$ cat config.mk
export PLATFORM = sky130hd
export DESIGN_NAME = tdl_top
export DESIGN_NICKNAME = d
export VERILOG_FILES = /design/src/rtl/tdl_pkg.sv /design/src/rtl/tdl_filter.sv /design/src/rtl/tdl_top.sv
export VERILOG_INCLUDE_DIRS = /design/src /design/src/rtl
export SDC_FILE = /design/constraint.sdc
export NUM_CORES = 1
export LEC_CHECK = 0
export BUFFER_PORTS_ARGS = -buffer_cell sky130_fd_sc_hd__buf_4
export CAP_MARGIN = 40
export CORE_MARGIN = 2
export CORE_UTILIZATION = 25
export DETAILED_ROUTE_END_ITERATION = 8
export RECOVER_POWER = 50
export SLEW_MARGIN = 10
export SYNTH_ARGS = -nofsm -noshare
export SYNTH_HDL_FRONTEND = slang
export SYNTH_SLANG_ARGS = --single-unit
export TNS_END_PERCENT = 20
$ cat constraint.sdc
create_clock -name clk_i -period 4.9 [get_ports clk_i]
set_input_delay 0.245 -clock clk_i [delete_from_list [all_inputs] [get_ports clk_i]]
set_output_delay 0.245 -clock clk_i [all_outputs]
set_load 0.1 [all_outputs]
$ cat src/rtl/tdl_regs.svh
// Constants of the tamper detect logger
`ifndef TDL_REGS_SVH
`define TDL_REGS_SVH
`define TDL_NUM_INPUTS 4
`define TDL_LOG_DEPTH 4
`define TDL_TIME_W 32
`define TDL_FLAG_W 5
`define TDL_FLAG_OSC 4
`define TDL_FILT_SHORT 12'h002
`define TDL_FILT_LONG 12'hBFF
`define TDL_CNT_W 12
`define TDL_MEM_ALL 2'h0
`define TDL_MEM_HIGH 2'h1
`define TDL_MEM_LOW 2'h2
`define TDL_MEM_NONE 2'h3
`define TDL_WR_BUSY 2'h2
`endif

$ cat src/rtl/tdl_pkg.sv
// Types of the tamper detect logger
package tdl_pkg;
  typedef enum logic [1:0] {
    TDL_MEM_ALL_E = 2'h0,
    TDL_MEM_HIGH_E = 2'h1,
    TDL_MEM_LOW_E = 2'h2,
    TDL_MEM_NONE_E = 2'h3
  } tdl_mem_t;
  typedef struct packed {
    logic [11:0] cnt;
    logic hit;
  } tdl_filt_t;
endpackage : tdl_pkg

$ cat src/rtl/tdl_filter.sv
// Input qualifier: polarity, enable and hold-time filter for one pin
`include "tdl_regs.svh"
`timescale 1ns/1ps
module tdl_filter (
  // Clock and reset
  input wire logic clk_i,
  input wire logic rst_i,
  // Configuration
  input wire logic enable_i,
  input wire logic active_high_i,
  input wire logic long_i,
  // Pin and result
  input wire logic pin_i,
  output logic event_o
);
  tdl_pkg::tdl_filt_t s_q, s_d;
  logic active;
  logic [11:0] need;
  always_comb begin
    s_d = s_q;
    active = enable_i & (pin_i == active_high_i);
    need = long_i ? `TDL_FILT_LONG : `TDL_FILT_SHORT;
    s_d.hit = 1'b0;
    if (!active) begin
      s_d.cnt = '0;
    end else if (s_q.cnt != need) begin
      s_d.cnt = s_q.cnt + 12'h001;
      s_d.hit = ((s_q.cnt + 12'h001) == need);
    end
  end
  always_ff @(posedge clk_i) begin
    if (rst_i) begin
      s_q <= '0;
    end else begin
      s_q <= s_d;
    end
  end
  assign event_o = s_q.hit;
endmodule : tdl_filter

$ cat src/rtl/tdl_top.sv
// Tamper detect logger top: inputs, log, responses and lock
// Function
// - Clear command resets event flag and log
// - Locked registers refuse control writes
// - Write-complete status; software waits for it
// - Event applies configured RAM erase response
// - Option selects wake on tamper event
// - Four log entries read by index
// - Entry holds capture time and source flags
// - Logged time is the seconds counter
// - Flags: inputs 0 to 3 and oscillator
// - Reads leave entries intact until clear
// - Log only while a free entry exists
// - Report external oscillator running, as a registered copy of its input
// - Each input has its own enable
// - Short filter needs two cycles held
// - Long filter needs 3071 cycles held
// - Per-input weak pull-up control bit
// - Per-input polarity selects active level
// - Tamper settings override general-purpose pin use
// - Event during clear is kept, logged after
`include "tdl_regs.svh"
`timescale 1ns/1ps
module tdl_top (
  // Clock and reset
  input wire logic clk_i,
  input wire logic rst_i,
  // Control write port
  input wire logic ctl_wr_i,
  input wire logic tamper_en_i,
  input wire logic [1:0] mem_resp_i,
  input wire logic event_wakes_system_i,
  input wire logic [3:0] input_en_i,
  input wire logic [3:0] input_pullup_on_i,
  input wire logic [3:0] active_high_i,
  input wire logic [3:0] long_filter_i,
  input wire logic clear_all_events_i,
  input wire logic oscillator_recovery_i,
  input wire logic unlock_i,
  input wire logic control_lock_i,
  // Pins and environment
  input wire logic [3:0] tamper_pin_i,
  input wire logic [3:0] gpio_pullup_i,
  input wire logic osc_running_i,
  input wire logic osc_selected_i,
  input wire logic [31:0] seconds_i,
  input wire logic hibernating_i,
  // Log read
  input wire logic [1:0] log_index_i,
  output logic [31:0] log_time_o,
  output logic [4:0] log_flags_o,
  output logic log_valid_o,
  // Status
  output logic write_done_o,
  output logic locked_o,
  output logic tamper_active_o,
  output logic event_seen_o,
  output logic osc_valid_o,
  output logic osc_failed_o,
  output logic log_full_o,
  // Responses
  output logic [3:0] pullup_en_o,
  output logic [3:0] pin_owned_o,
  output logic erase_req_o,
  output logic [1:0] erase_sel_o,
  output logic wake_o,
  output logic nmi_o
);
  typedef struct packed {
    logic tamper_en;
    logic [1:0] mem_resp;
    logic wake_en;
    logic [3:0] in_en;
    logic [3:0] pull;
    logic [3:0] hi;
    logic [3:0] lng;
    logic locked;
    logic [1:0] wr_cnt;
    logic clearing;
    logic [4:0] pend;
    logic event_seen;
    logic osc_ok;
    logic osc_failed;
    logic [3:0] valid;
    logic [31:0] rd_time;
    logic [4:0] rd_flags;
    logic rd_valid;
    logic [3:0] pull_o;
    logic [3:0] own_o;
    logic erase;
    logic [1:0] erase_sel;
    logic wake;
    logic nmi;
  } tdl_state_t;
  tdl_state_t s_q, s_d;
  logic [31:0] log_time_q [`TDL_LOG_DEPTH];
  logic [4:0] log_flags_q [`TDL_LOG_DEPTH];
  logic [3:0] hit;
  logic [4:0] src;
  logic wr_any;
  logic write_ok;
  logic do_log;
  logic [1:0] slot;
  function automatic logic [1:0] first_free(input logic [3:0] v);
    logic [1:0] r;
    r = 2'h0;
    for (int i = 3; i >= 0; i--) begin
      if (!v[i]) begin
        r = 2'(i);
      end
    end
    return r;
  endfunction : first_free
  for (genvar g = 0; g < `TDL_NUM_INPUTS; g++) begin : g_in
    tdl_filter u_filt (
      .clk_i(clk_i),
      .rst_i(rst_i),
      .enable_i(s_q.tamper_en & s_q.in_en[g]),
      .active_high_i(s_q.hi[g]),
      .long_i(s_q.lng[g]),
      .pin_i(tamper_pin_i[g]),
      .event_o(hit[g])
    );
  end
  always_comb begin
    s_d = s_q;
    wr_any = ctl_wr_i | clear_all_events_i | oscillator_recovery_i;
    // Busy writes are dropped; software must poll write_done_o first
    write_ok = (s_q.wr_cnt == 2'h0);
    if (write_ok && (wr_any || unlock_i || control_lock_i)) begin
      s_d.wr_cnt = `TDL_WR_BUSY;
    end else if (s_q.wr_cnt != 2'h0) begin
      s_d.wr_cnt = s_q.wr_cnt - 2'h1;
    end
    if (write_ok && unlock_i) begin
      s_d.locked = 1'b0;
    end
    if (write_ok && control_lock_i) begin
      s_d.locked = 1'b1;
    end
    if (write_ok && ctl_wr_i && !s_q.locked) begin
      s_d.tamper_en = tamper_en_i;
      s_d.mem_resp = mem_resp_i;
      s_d.wake_en = event_wakes_system_i;
      s_d.in_en = input_en_i;
      s_d.pull = input_pullup_on_i;
      s_d.hi = active_high_i;
      s_d.lng = long_filter_i;
    end
    // Oscillator watch: a drop while valid and tamper enabled is a failure event
    s_d.osc_ok = osc_running_i;
    src = {s_q.tamper_en & s_q.osc_ok & ~osc_running_i, hit};
    if (write_ok && oscillator_recovery_i && !s_q.locked
        && osc_selected_i && osc_running_i) begin
      s_d.osc_failed = 1'b0;
    end
    if (src[`TDL_FLAG_OSC]) begin
      s_d.osc_failed = 1'b1;
    end
    s_d.clearing = 1'b0;
    if (write_ok && clear_all_events_i && !s_q.locked) begin
      s_d.clearing = 1'b1;
    end
    // Events arriving during a clear are parked and logged after it
    s_d.pend = s_q.clearing ? (s_q.pend | src) : 5'h00;
    if (s_q.clearing) begin
      s_d.event_seen = 1'b0;
      s_d.valid = 4'h0;
    end
    do_log = !s_q.clearing && ((src | s_q.pend) != 5'h00);
    slot = first_free(s_q.valid);
    if (do_log) begin
      s_d.event_seen = 1'b1;
      if (s_q.valid != 4'hF) begin
        s_d.valid[slot] = 1'b1;
      end
    end
    s_d.erase = do_log && (s_q.mem_resp != `TDL_MEM_NONE);
    s_d.erase_sel = s_q.mem_resp;
    s_d.wake = do_log && s_q.wake_en && hibernating_i;
    s_d.nmi = s_d.event_seen;
    s_d.rd_time = log_time_q[log_index_i];
    s_d.rd_flags = log_flags_q[log_index_i];
    s_d.rd_valid = s_q.valid[log_index_i];
    s_d.pull_o = s_q.pull & s_q.in_en & {4{s_q.tamper_en}};
    s_d.own_o = s_q.in_en & {4{s_q.tamper_en}};
    s_d.pull_o = s_d.pull_o | (gpio_pullup_i & ~s_d.own_o);
  end
  always_ff @(posedge clk_i) begin
    if (rst_i) begin
      s_q <= '0;
      s_q.mem_resp <= `TDL_MEM_NONE;
      s_q.locked <= 1'b1;
      s_q.erase_sel <= `TDL_MEM_NONE;
    end else begin
      s_q <= s_d;
    end
  end
  always_ff @(posedge clk_i) begin
    if (do_log && s_q.valid != 4'hF) begin
      log_time_q[slot] <= seconds_i;
      log_flags_q[slot] <= src | s_q.pend;
    end
  end
  assign log_time_o = s_q.rd_time;
  assign log_flags_o = s_q.rd_flags;
  assign log_valid_o = s_q.rd_valid;
  assign write_done_o = (s_q.wr_cnt == 2'h0);
  assign locked_o = s_q.locked;
  assign tamper_active_o = s_q.tamper_en;
  assign event_seen_o = s_q.event_seen;
  assign osc_valid_o = s_q.osc_ok;
  assign osc_failed_o = s_q.osc_failed;
  assign log_full_o = &s_q.valid;
  assign pullup_en_o = s_q.pull_o;
  assign pin_owned_o = s_q.own_o;
  assign erase_req_o = s_q.erase;
  assign erase_sel_o = s_q.erase_sel;
  assign wake_o = s_q.wake;
  assign nmi_o = s_q.nmi;
endmodule : tdl_top

Word level (Yosys, flattened, before mapping) --
Memories as Yosys holds them, arrays and structs flattened. A register that Yosys moved wholly into a read port is not among the register bits. Cells that the tools add are included.
Storage, ports and cells: register bits 101, latch bits 0, memory bits (writable) 148, memory bits (read-only) 0, logic and storage cells 147, memories kept 2
Cells by class: add/subtract/negate cells 5, multipliers 0, divide/modulo/power cells 0, order comparisons 3, equal/unequal tests 14, shift-type cells 0, muxes and demuxes 24, bitwise gates (word level) 30, reductions and logical operators 39
Memory list:
- log_time_q | depth 4, bits a word 32, read ports 1, clocked after Yosys merged registers in 1, write ports 1, line tdl_top.sv:96 | logic [31:0] log_time_q [`TDL_LOG_DEPTH];
- log_flags_q | depth 4, bits a word 5, read ports 1, clocked after Yosys merged registers in 1, write ports 1, line tdl_top.sv:97 | logic [4:0] log_flags_q [`TDL_LOG_DEPTH];
Operators with widths (number):
- $add 12x1->12 const B | 4
- $eq 12x12->1 | 4
- $mux 12 | 4
- $ne 12x12->1 | 4
- $logic_and 1x1->1 | 17
- $and 4x4->4 | 4
- $reduce_or 2->1 | 7
- $mux 2 | 6
- $mux 4 | 3
- $reduce_or 3->1 | 4
- $and 1x1->1 | 10
- $not 1->1 | 10
- $mux 1 | 9
- $or 4x4->4 | 2
- $reduce_bool 2->1 | 4
- $lt 2x3->1 const B | 2
- $or 5x5->5 | 1
- $reduce_bool 5->1 | 1
- $eq 1x1->1 | 4
- $ne 4x4->1 const B | 1
- $not 4->4 | 1
- $reduce_and 4->1 | 1
- $bmux 1 s2 | 1
- $demux 1 s2 | 1
- 7 further kinds | 10

Depth between registers and ports, before layout --
Gate-level depths: netlist (run 1).
word-level depth 11, mapped depth 8, depth with buffers taken out 7

Hierarchy --
A second synthesis (run 1) with hierarchy kept.
Second synthesis, totals: cells, all modules 942, area total of the unflattened synthesis 11817.6 um^2
By module, submodules not included:
- tdl_top | times used 1, cells an instance 522, area each 8429.3 um^2, seq. area each 6165.9 um^2
- tdl_filter | times used 4, cells an instance 105, area each 847.1 um^2, seq. area each 260.2 um^2

Least setup slack after synthesis (run 1) --
OpenSTA, ideal clock, no wires.
path kind flip-flop to flip-flop, from reg s_q (netlist bit tamper_active_o), to reg s_q[54] in the netlist's numbering, arrival 4.919 ns, required time 4.831 ns, slack -0.088 ns, cell stages (with the launch flop) 7, path buffers 0, clock period less this slack 4.988 ns, path through dfxtp_1 and3b_1 or4_1 nor2b_1 nand3_1 nor3b_1 o21ba_2
On the way: cells in the longest elaborated chain, start to end 6
Ends and longest elaborated chain:
- start, declared | line tdl_top.sv:95 | tdl_state_t s_q, s_d;
- $and 1x1->1 (2 in series) | line tdl_top.sv:152 | src = {s_q.tamper_en & s_q.osc_ok & ~osc_running_i, hit};
- $or 5x5->5 | line tdl_top.sv:170 | do_log = !s_q.clearing && ((src | s_q.pend) != 5'h00);
- $reduce_bool 5->1 | line tdl_top.sv:170
- $logic_and 1x1->1 | line tdl_top.sv:170
- $mux 4 | line tdl_top.sv:172 | if (do_log) begin
No other way between the ends. A chain may end at the register's enable or synchronous reset.

Worst setup path after layout (run 1) --
from in rst_i, to reg s_q (netlist bit locked_o)
On the way: cells in the longest elaborated chain, start to end 1
Ends and longest elaborated chain:
- start, declared | line tdl_top.sv:27 | input wire logic rst_i,
- $reduce_or 2->1 (no source line)
No other way between the ends.

==> impl_results.md, run 1 <==
* Mapped Nets at roughly 1000
* Top Ports at 130
* Detailed-route via count at 7338
* Largest net degree at the start of global routing at 42
* Overall routed net length at 24.8 mm
* Antenna cells at 0
* Worst vdd ir at 0.227 mV
* Fillers at 4661
* Cells after Synth at 921
* Number of port buffers at ~130
* Die ar. at 0.0480 mm²
* Critical-path cell list: clkbuf_1 > clkbuf_1 > a221o_1 > dlygate4sd3_1
* Register area share after synthesis at 0.623
* Warnings from Yosys at 0
* Syn avg cell area at 12.6 µm²
* Register Area at 0.00721 mm²
* DP Worst Slack at 1980 ps
* Synthesis-to-layout area growth at 22.1%
* Worst R2R Setup Slack at 2040 ps
* Post-cts sizing count at 0
* Final period util at 0.702
* Final net count at between 1000 and 1500
* Initial Util at 0.254
* CTS Buf Count at 28
* Fmax at 0.291 GHz
* Share of cells above drive strength 1 at 0.159
* Max incr delay on CP at 1450 ps
* CP Data Required Time at 5390 ps
* Die X at roughly 220 µm
* First drt pass iteration count at 4
* Relative slew slack at -0.383
* Kind of critical path: input pin to flop
* Initial antenna violation count at 0
* Final Hold Fails at 0
* Reg clk slew, reported paths at 50 ps
* GPL Wtd Cong at 0.834
* Antenna Violating Nets Remaining at 0
* Fin Hold WS at 39.8 ps
* # DRC at 0
* Core Rows at 78
* Nature of the critical path endpoint: flop
* Maxcap violations at 2
* Most used cell along the critical path: clkbuf_1
* Primary FF master, synth: edfxtp_1
* Power after layout at 5.21 mW
* Status: finished, violations left
* Worst slew pin tran at about 2100 ps
* Post-synthesis register bit count at 286
* GRT Util Overall at 0.101
* RSZ-0062 raised after global routing: false
* Overflow after GRT at 0
* Leading cell type in the layout, fill and taps excluded: edfxtp_1
* CTS tree: done
* Clk buf depth at 3
* EDFF count, synth at 148
* Post-Route Setup TNS at 0 ps
* Clk sinks at 286
* Worst Hold Class: input pin to flop
* Vias per cell at 4.39
* Crit path max-delay cell type: clkbuf_1
* Unique cell type count in the Yosys netlist at 61
* Power per cell area at around 370 mW/mm²
* Post-synth ARST share at 0
* CP startpoint kind: input pin
* Initial DRC count at 455
* Failing checks: capacitance limit, slew limit
* Commonest non-fill, non-tap cells in the layout: 148 x edfxtp_1, 138 x dfxtp_1, 88 x nand2_1
* Worst Skew at 24.9 ps
* Multi-input gate area at ~0.0038 mm²
* H-tree depth at 1
* Setup-failing EPs final at 0
* Period minus WS final at 3440 ps
* First-pass GRT wire length at approximately 39 mm
* Clock Latency Late Sink at 570 ps
* Final worst slack at between 1000 and 1500 ps
* Die Y at about 220 µm
* Count of final max-slew check failures at 81
* WP data arrival at 3930 ps
* CP Max Fanout at 41
* Mapped Area at ~0.012 mm²
* Root cell of the clock tree: clkbuf_16
* Core box area at 0.0455 mm²
* Vias in the first global route at 7016
* Pleak at 4.69 nW
* DR WL/cell at 14.8 µm
* Hpwl dp at 16.3 mm
cell families after synthesis:
family,after synthesis,synth area share
compound gates,99,0.0521
xor+xnor,48,0.0363
fa+ha+maj,4,0.00433
buf+inv,109,0.0526
flops,286,0.623
mux,40,0.0758
simple gates,335,0.156
synthesized netlist by cell type, drive strengths merged (8+ instances only):
cell type / instances / area share
and3: 8 / 0.0052
nand2: 88 / 0.029
o21ai: 9 / 0.0039
xor2: 29 / 0.022
a21oi: 56 / 0.024
nand3: 29 / 0.013
dfxtp: 138 / 0.24
and4: 9 / 0.0068
clkbuf: 36 / 0.012
and2: 9 / 0.0049
xnor2: 19 / 0.014
nor2: 47 / 0.015
or2: 8 / 0.0043
nor2b: 47 / 0.025
nor3: 19 / 0.0082
nand4: 20 / 0.011
mux4: 38 / 0.074
nand2b: 8 / 0.0043
inv: 13 / 0.0042
edfxtp: 148 / 0.38
buf: 60 / 0.037
registers in the layout, summed over array words and instances (netlist names):
| name | flops |
|---|---|
| log_time_q | 128 |
| g_in.u_filt.s_q | 48 |
| log_time_o | 32 |
| s_q | 29 |
| log_flags_q | 20 |
| log_flags_o | 5 |
| g_in.u_filt.event_o | 4 |
| pin_owned_o | 4 |
| pullup_en_o | 4 |
| erase_sel_o | 2 |
| s_d | 2 |
| erase_req_o | 1 |
| locked_o | 1 |
| log_valid_o | 1 |
| nmi_o | 1 |
| osc_failed_o | 1 |
| osc_valid_o | 1 |
| tamper_active_o | 1 |
| wake_o | 1 |
critical path, delay by kind of cell:
family | cells | cell delay (ps)
compound gates | 1 | 230
buf+inv | 3 | 3410
cell type report:
| class | count | area share |
|---|---|---|
| Sequential cell | 286 | 0.510 |
| Multi-Input combinational cell | 526 | 0.268 |
| Timing Repair Buffer | 194 | 0.0939 |
| Tap cell | 600 | 0.0532 |
| Clock buffer | 32 | 0.0529 |
| Clock inverter | 20 | 0.0181 |
| Inverter | 13 | 0.00346 |
metal layers:
layer | routed length, µm | global-route usage | vias up
met5 | 0 | 0 | -
met4 | 387 | 0.0198 | 0
met3 | 1540 | 0.0212 | 33
met2 | 11200 | 0.161 | 225
met1 | 11600 | 0.141 | 3530
li1 | - | - | 3550
timing repair:
action                     4_1_cts  5_1_grt
hold endpoints to repair       154        0
hold buffers                    59        0
setup endpoints to repair        0        0
setup buffers                    0        0
worst paths after layout:
| check | startpoint | endpoint | cells past startpoint |
|---|---|---|---|
| max | rst_i | locked_o$_SDFFE_PP1P_ | 4 |
| min reg2reg | s_q[83]$_SDFFE_PP0P_ | s_q[83]$_SDFFE_PP0P_ | 2 |
| min | clear_all_events_i | s_q[63]$_SDFF_PP0_ | 2 |
| max reg2reg | tamper_active_o$_SDFFE_PP0P_ | log_time_q[2][3]$_DFFE_PP_ | 6 |
power by group:
group	switching (mW)	internal, mW
clock network	0.923	1.37
logic	0.251	0.117
registers	0.0156	2.54
total	1.19	4.02
per-stage QoR:
| step | cell area, µm² | util | std cells |
|---|---|---|---|
| global route | 14100 | 0.310 | 1671 |
| detailed placement | 12800 | 0.282 | 1560 |
| finish | 14100 | 0.310 | 1671 |
| floorplan | 11600 | - | 921 |
| global placement | 12800 | 0.282 | 1560 |
| CTS | 14400 | 0.317 | 1671 |
(Power assumes the default switching activity.)
==> run 2: changes to the inputs <==
Settings changed: ABC_AREA set to 1.
Clock period 4.9 ns to 3.2 ns, I/O delays scaled along.
==> run 2 against run 1 <==
  * The flow now finishes without violations
  * Global-route usage grew 1.3 points
  * Sequential share of layout area shrank 2.1 points
  * Non-clock buffer count grew 15
  * Count of clock-buffer cells in the layout grew 18
  * Synthesized cell count grew 46%
  * Largest cell class unchanged
  * Final cell count grew 27%
==> impl_results.md, run 2 <==
* Status: complete, no violations
* Vias in the first global route at 8945
* # DRC at 0
* HP Start: tamper_pin_i[2]
* Worst Hold Class: input pin to flop
* Primary FF master, synth: edfxtp_1
* Worst slew pin tran at between 1000 and 1500 ps
* Final non-filler cell area at 0.0147 mm²
* Hold endpoint: g_in[2].u_filt.s_q[8]$_SDFFE_PP0P_
* Number of port buffers at around 130
* Mapped Area at 0.0120 mm²
* Post-synth top cells: 264 x nand2_1, 254 x nor2_1, 148 x edfxtp_1
* Setup-failing EPs final at 0
* Worst R2R Setup Slack at roughly 750 ps
* Post-cts sizing count at 0
* Cell with the most instances after synthesis: nand2_1
* Area contributors post-synth: edfxtp_1 37%, dfxtp_1 23%, nand2_1 8.2%
* Synth area leader: edfxtp_1
* Synthesis-to-layout area growth at 22.6%
* Min-Delay Path Depth at 4
* Post-Route Setup TNS at 0 ps
* Final net count at 1564
* Fmax at 0.409 GHz
* Largest register FFs at roughly 130
* CTS tree: done
* Post-synth ARST share at 0
* Post-layout util at 0.309
* GRT Util Overall at 0.114
* Share of the synthesized area in the top cell type at 0.370
* Worst Skew at about 12 ps
* Top reg by flops: log_time_q
* Final period util at 0.765
* Fillers at 4959
* Register area share after synthesis at 0.600
* Root cell of the clock tree: clkbuf_16
* Die Y at 223 µm
* Vias per cell at 4.38
* R2R Path Start: tamper_active_o$_SDFFE_PP0P_
* Reg2Reg Depth at 7
* CP startpoint kind: flop
* Clock Latency Late Sink at 580 ps
* Die ar. at between 0.04 and 0.05 mm²
* Count of final max-slew check failures at 0
* Maxcap violations at 0
* Top Ports at 130
* H-tree depth at 1
* GPL Wtd Cong at 0.867
* Initial DRC count at 899
* Initial Util at 0.252
* Overall routed net length at slightly below 30 mm
* Crit path max-delay cell type: dfxtp_1
* EDFF count, synth at around 150
* Pleak at 5.28 nW
* Share of cells above drive strength 1 at 0.0833
* Detailed-route via count at approximately 9300
* Antenna Violating Nets Remaining at 0
* Nature of the critical path endpoint: flop
* Overflow after GRT at 0
* Worst vdd ir at approximately 0.38 mV
* Placed cells at 2002
* Cells after Synth at 1342
* Reg clk slew, reported paths at ~60 ps
* RSZ-0062 raised after global routing: false
* Power per cell area at 565 mW/mm²
* Warnings from Yosys at 0
* Kind of critical path: flop to flop
* Post-synthesis register bit count at 286
* Mapped Nets at 1418
* Hpwl dp at approximately 19 mm
* Core box area at 0.0476 mm²
* Critical-path cell list: nand3_1 > inv_1 > nor2_1 > nand4_1 > nand2_1 > nor3_4 > buf_4
* WP data arrival at approximately 2700 ps
* CTS Hold Bufs at 68
* Power after layout at 8.32 mW
* Final Hold Fails at 0
* Initial antenna violation count at 1
* Post-route insts no fill at around 2100
* Commonest non-fill, non-tap cells in the layout: 264 x nand2_1, 254 x nor2_1, 148 x edfxtp_1
* Core Rows at 80
* Relative slew slack at 0.131
* Clk buf depth at 3
* Reg2reg end: log_flags_q[1][1]$_DFFE_PP_
* Leading cell type in the layout, fill and taps excluded: nand2_1
* Antenna cells at 0
* CTS Buf Count at 31
* Setup bufs post-CTS at 0
* First drt pass iteration count at 6
* Largest net degree at the start of global routing at 75
* Max incr delay on CP at 530 ps
* CP Data Required Time at 3420 ps
* Die X at 223 µm
* Unique cell type count in the Yosys netlist at 34
* Syn avg cell area at approximately 9 µm²
* Clk sinks at 286
* Period minus WS final at 2450 ps
* First-pass GRT wire length at 46.4 mm
* DR WL/cell at 13.7 µm
* Area after DPL at 0.0133 mm²
* CP Max Fanout at 28
run 2: kinds of logic (layout without fill, tap and decap cells):
kind of cell	count (synthesis)	after routing	share of synthesized area
and+or+nand+nor	625	625	0.211
DFF	286	286	0.600
AOI/OAI and AO/OA	217	217	0.0939
xor gates and xnor gates	15	15	0.0109
buffers and inverters	195	366	0.0802
adders and majority gates	4	4	0.00416
run 2: final cells by class:
class	instances	area [µm²]	share of cell area
clock buffers	50	907	0.0616
repair buffers	209	1440	0.0979
well taps	615	769	0.0522
clock inverters	8	159	0.0108
inverters	99	379	0.0257
multi-input cells	861	3870	0.263
flip-flops and latches	286	7210	0.489
run 2: report_power, final:
part / switching (mW) / internal [mW]
clock network: 1.45 / 2.26
registers: 0.0284 / 3.90
logic: 0.503 / 0.180
total: 1.98 / 6.34
run 2: worst max-delay path by stage:
stage / depth (start not counted) / slack, ps / from / to
finish: 7 / 750 / tamper_active_o$_SDFFE_PP0P_ / log_flags_q[1][1]$_DFFE_PP_
global placement: 7 / 850 / tamper_active_o$_SDFFE_PP0P_ / log_time_q[1][4]$_DFFE_PP_
global route: 7 / 570 / tamper_active_o$_SDFFE_PP0P_ / log_time_q[1][2]$_DFFE_PP_
detailed placement: 7 / 750 / tamper_active_o$_SDFFE_PP0P_ / log_time_q[2][0]$_DFFE_PP_
floorplan: 7 / -470 / tamper_active_o$_SDFFE_PP0P_ / log_flags_q[1][0]$_DFFE_PP_
CTS: 7 / 740 / tamper_active_o$_SDFFE_PP0P_ / log_time_q[2][9]$_DFFE_PP_
run 2: worst max-delay path, delay by kind of cell (launching register included):
family | cells | cell delay, ps
simple gates | 5 | 960
buf+inv | 2 | 590
flops | 1 | 530
run 2: routing by layer:
metal	track usage	share of wire	up-vias	wire [µm]
li1	-	-	4667	-
met1	0.151	0.45	4320	13300
met2	0.188	0.46	276	13400
met3	0.0274	0.066	46	1910
met4	0.0290	0.021	2	603
met5	0	0.00045	-	13
run 2: per-stage QoR:
stage / setup WS, ps / hold slack (ps)
6_report: 754 / 172
5_1_grt: 566 / 190
4_1_cts: 742 / 126
3_5_place_dp: 748 / 366
3_3_place_gp: 847 / 365
2_1_floorplan: -473 / 244
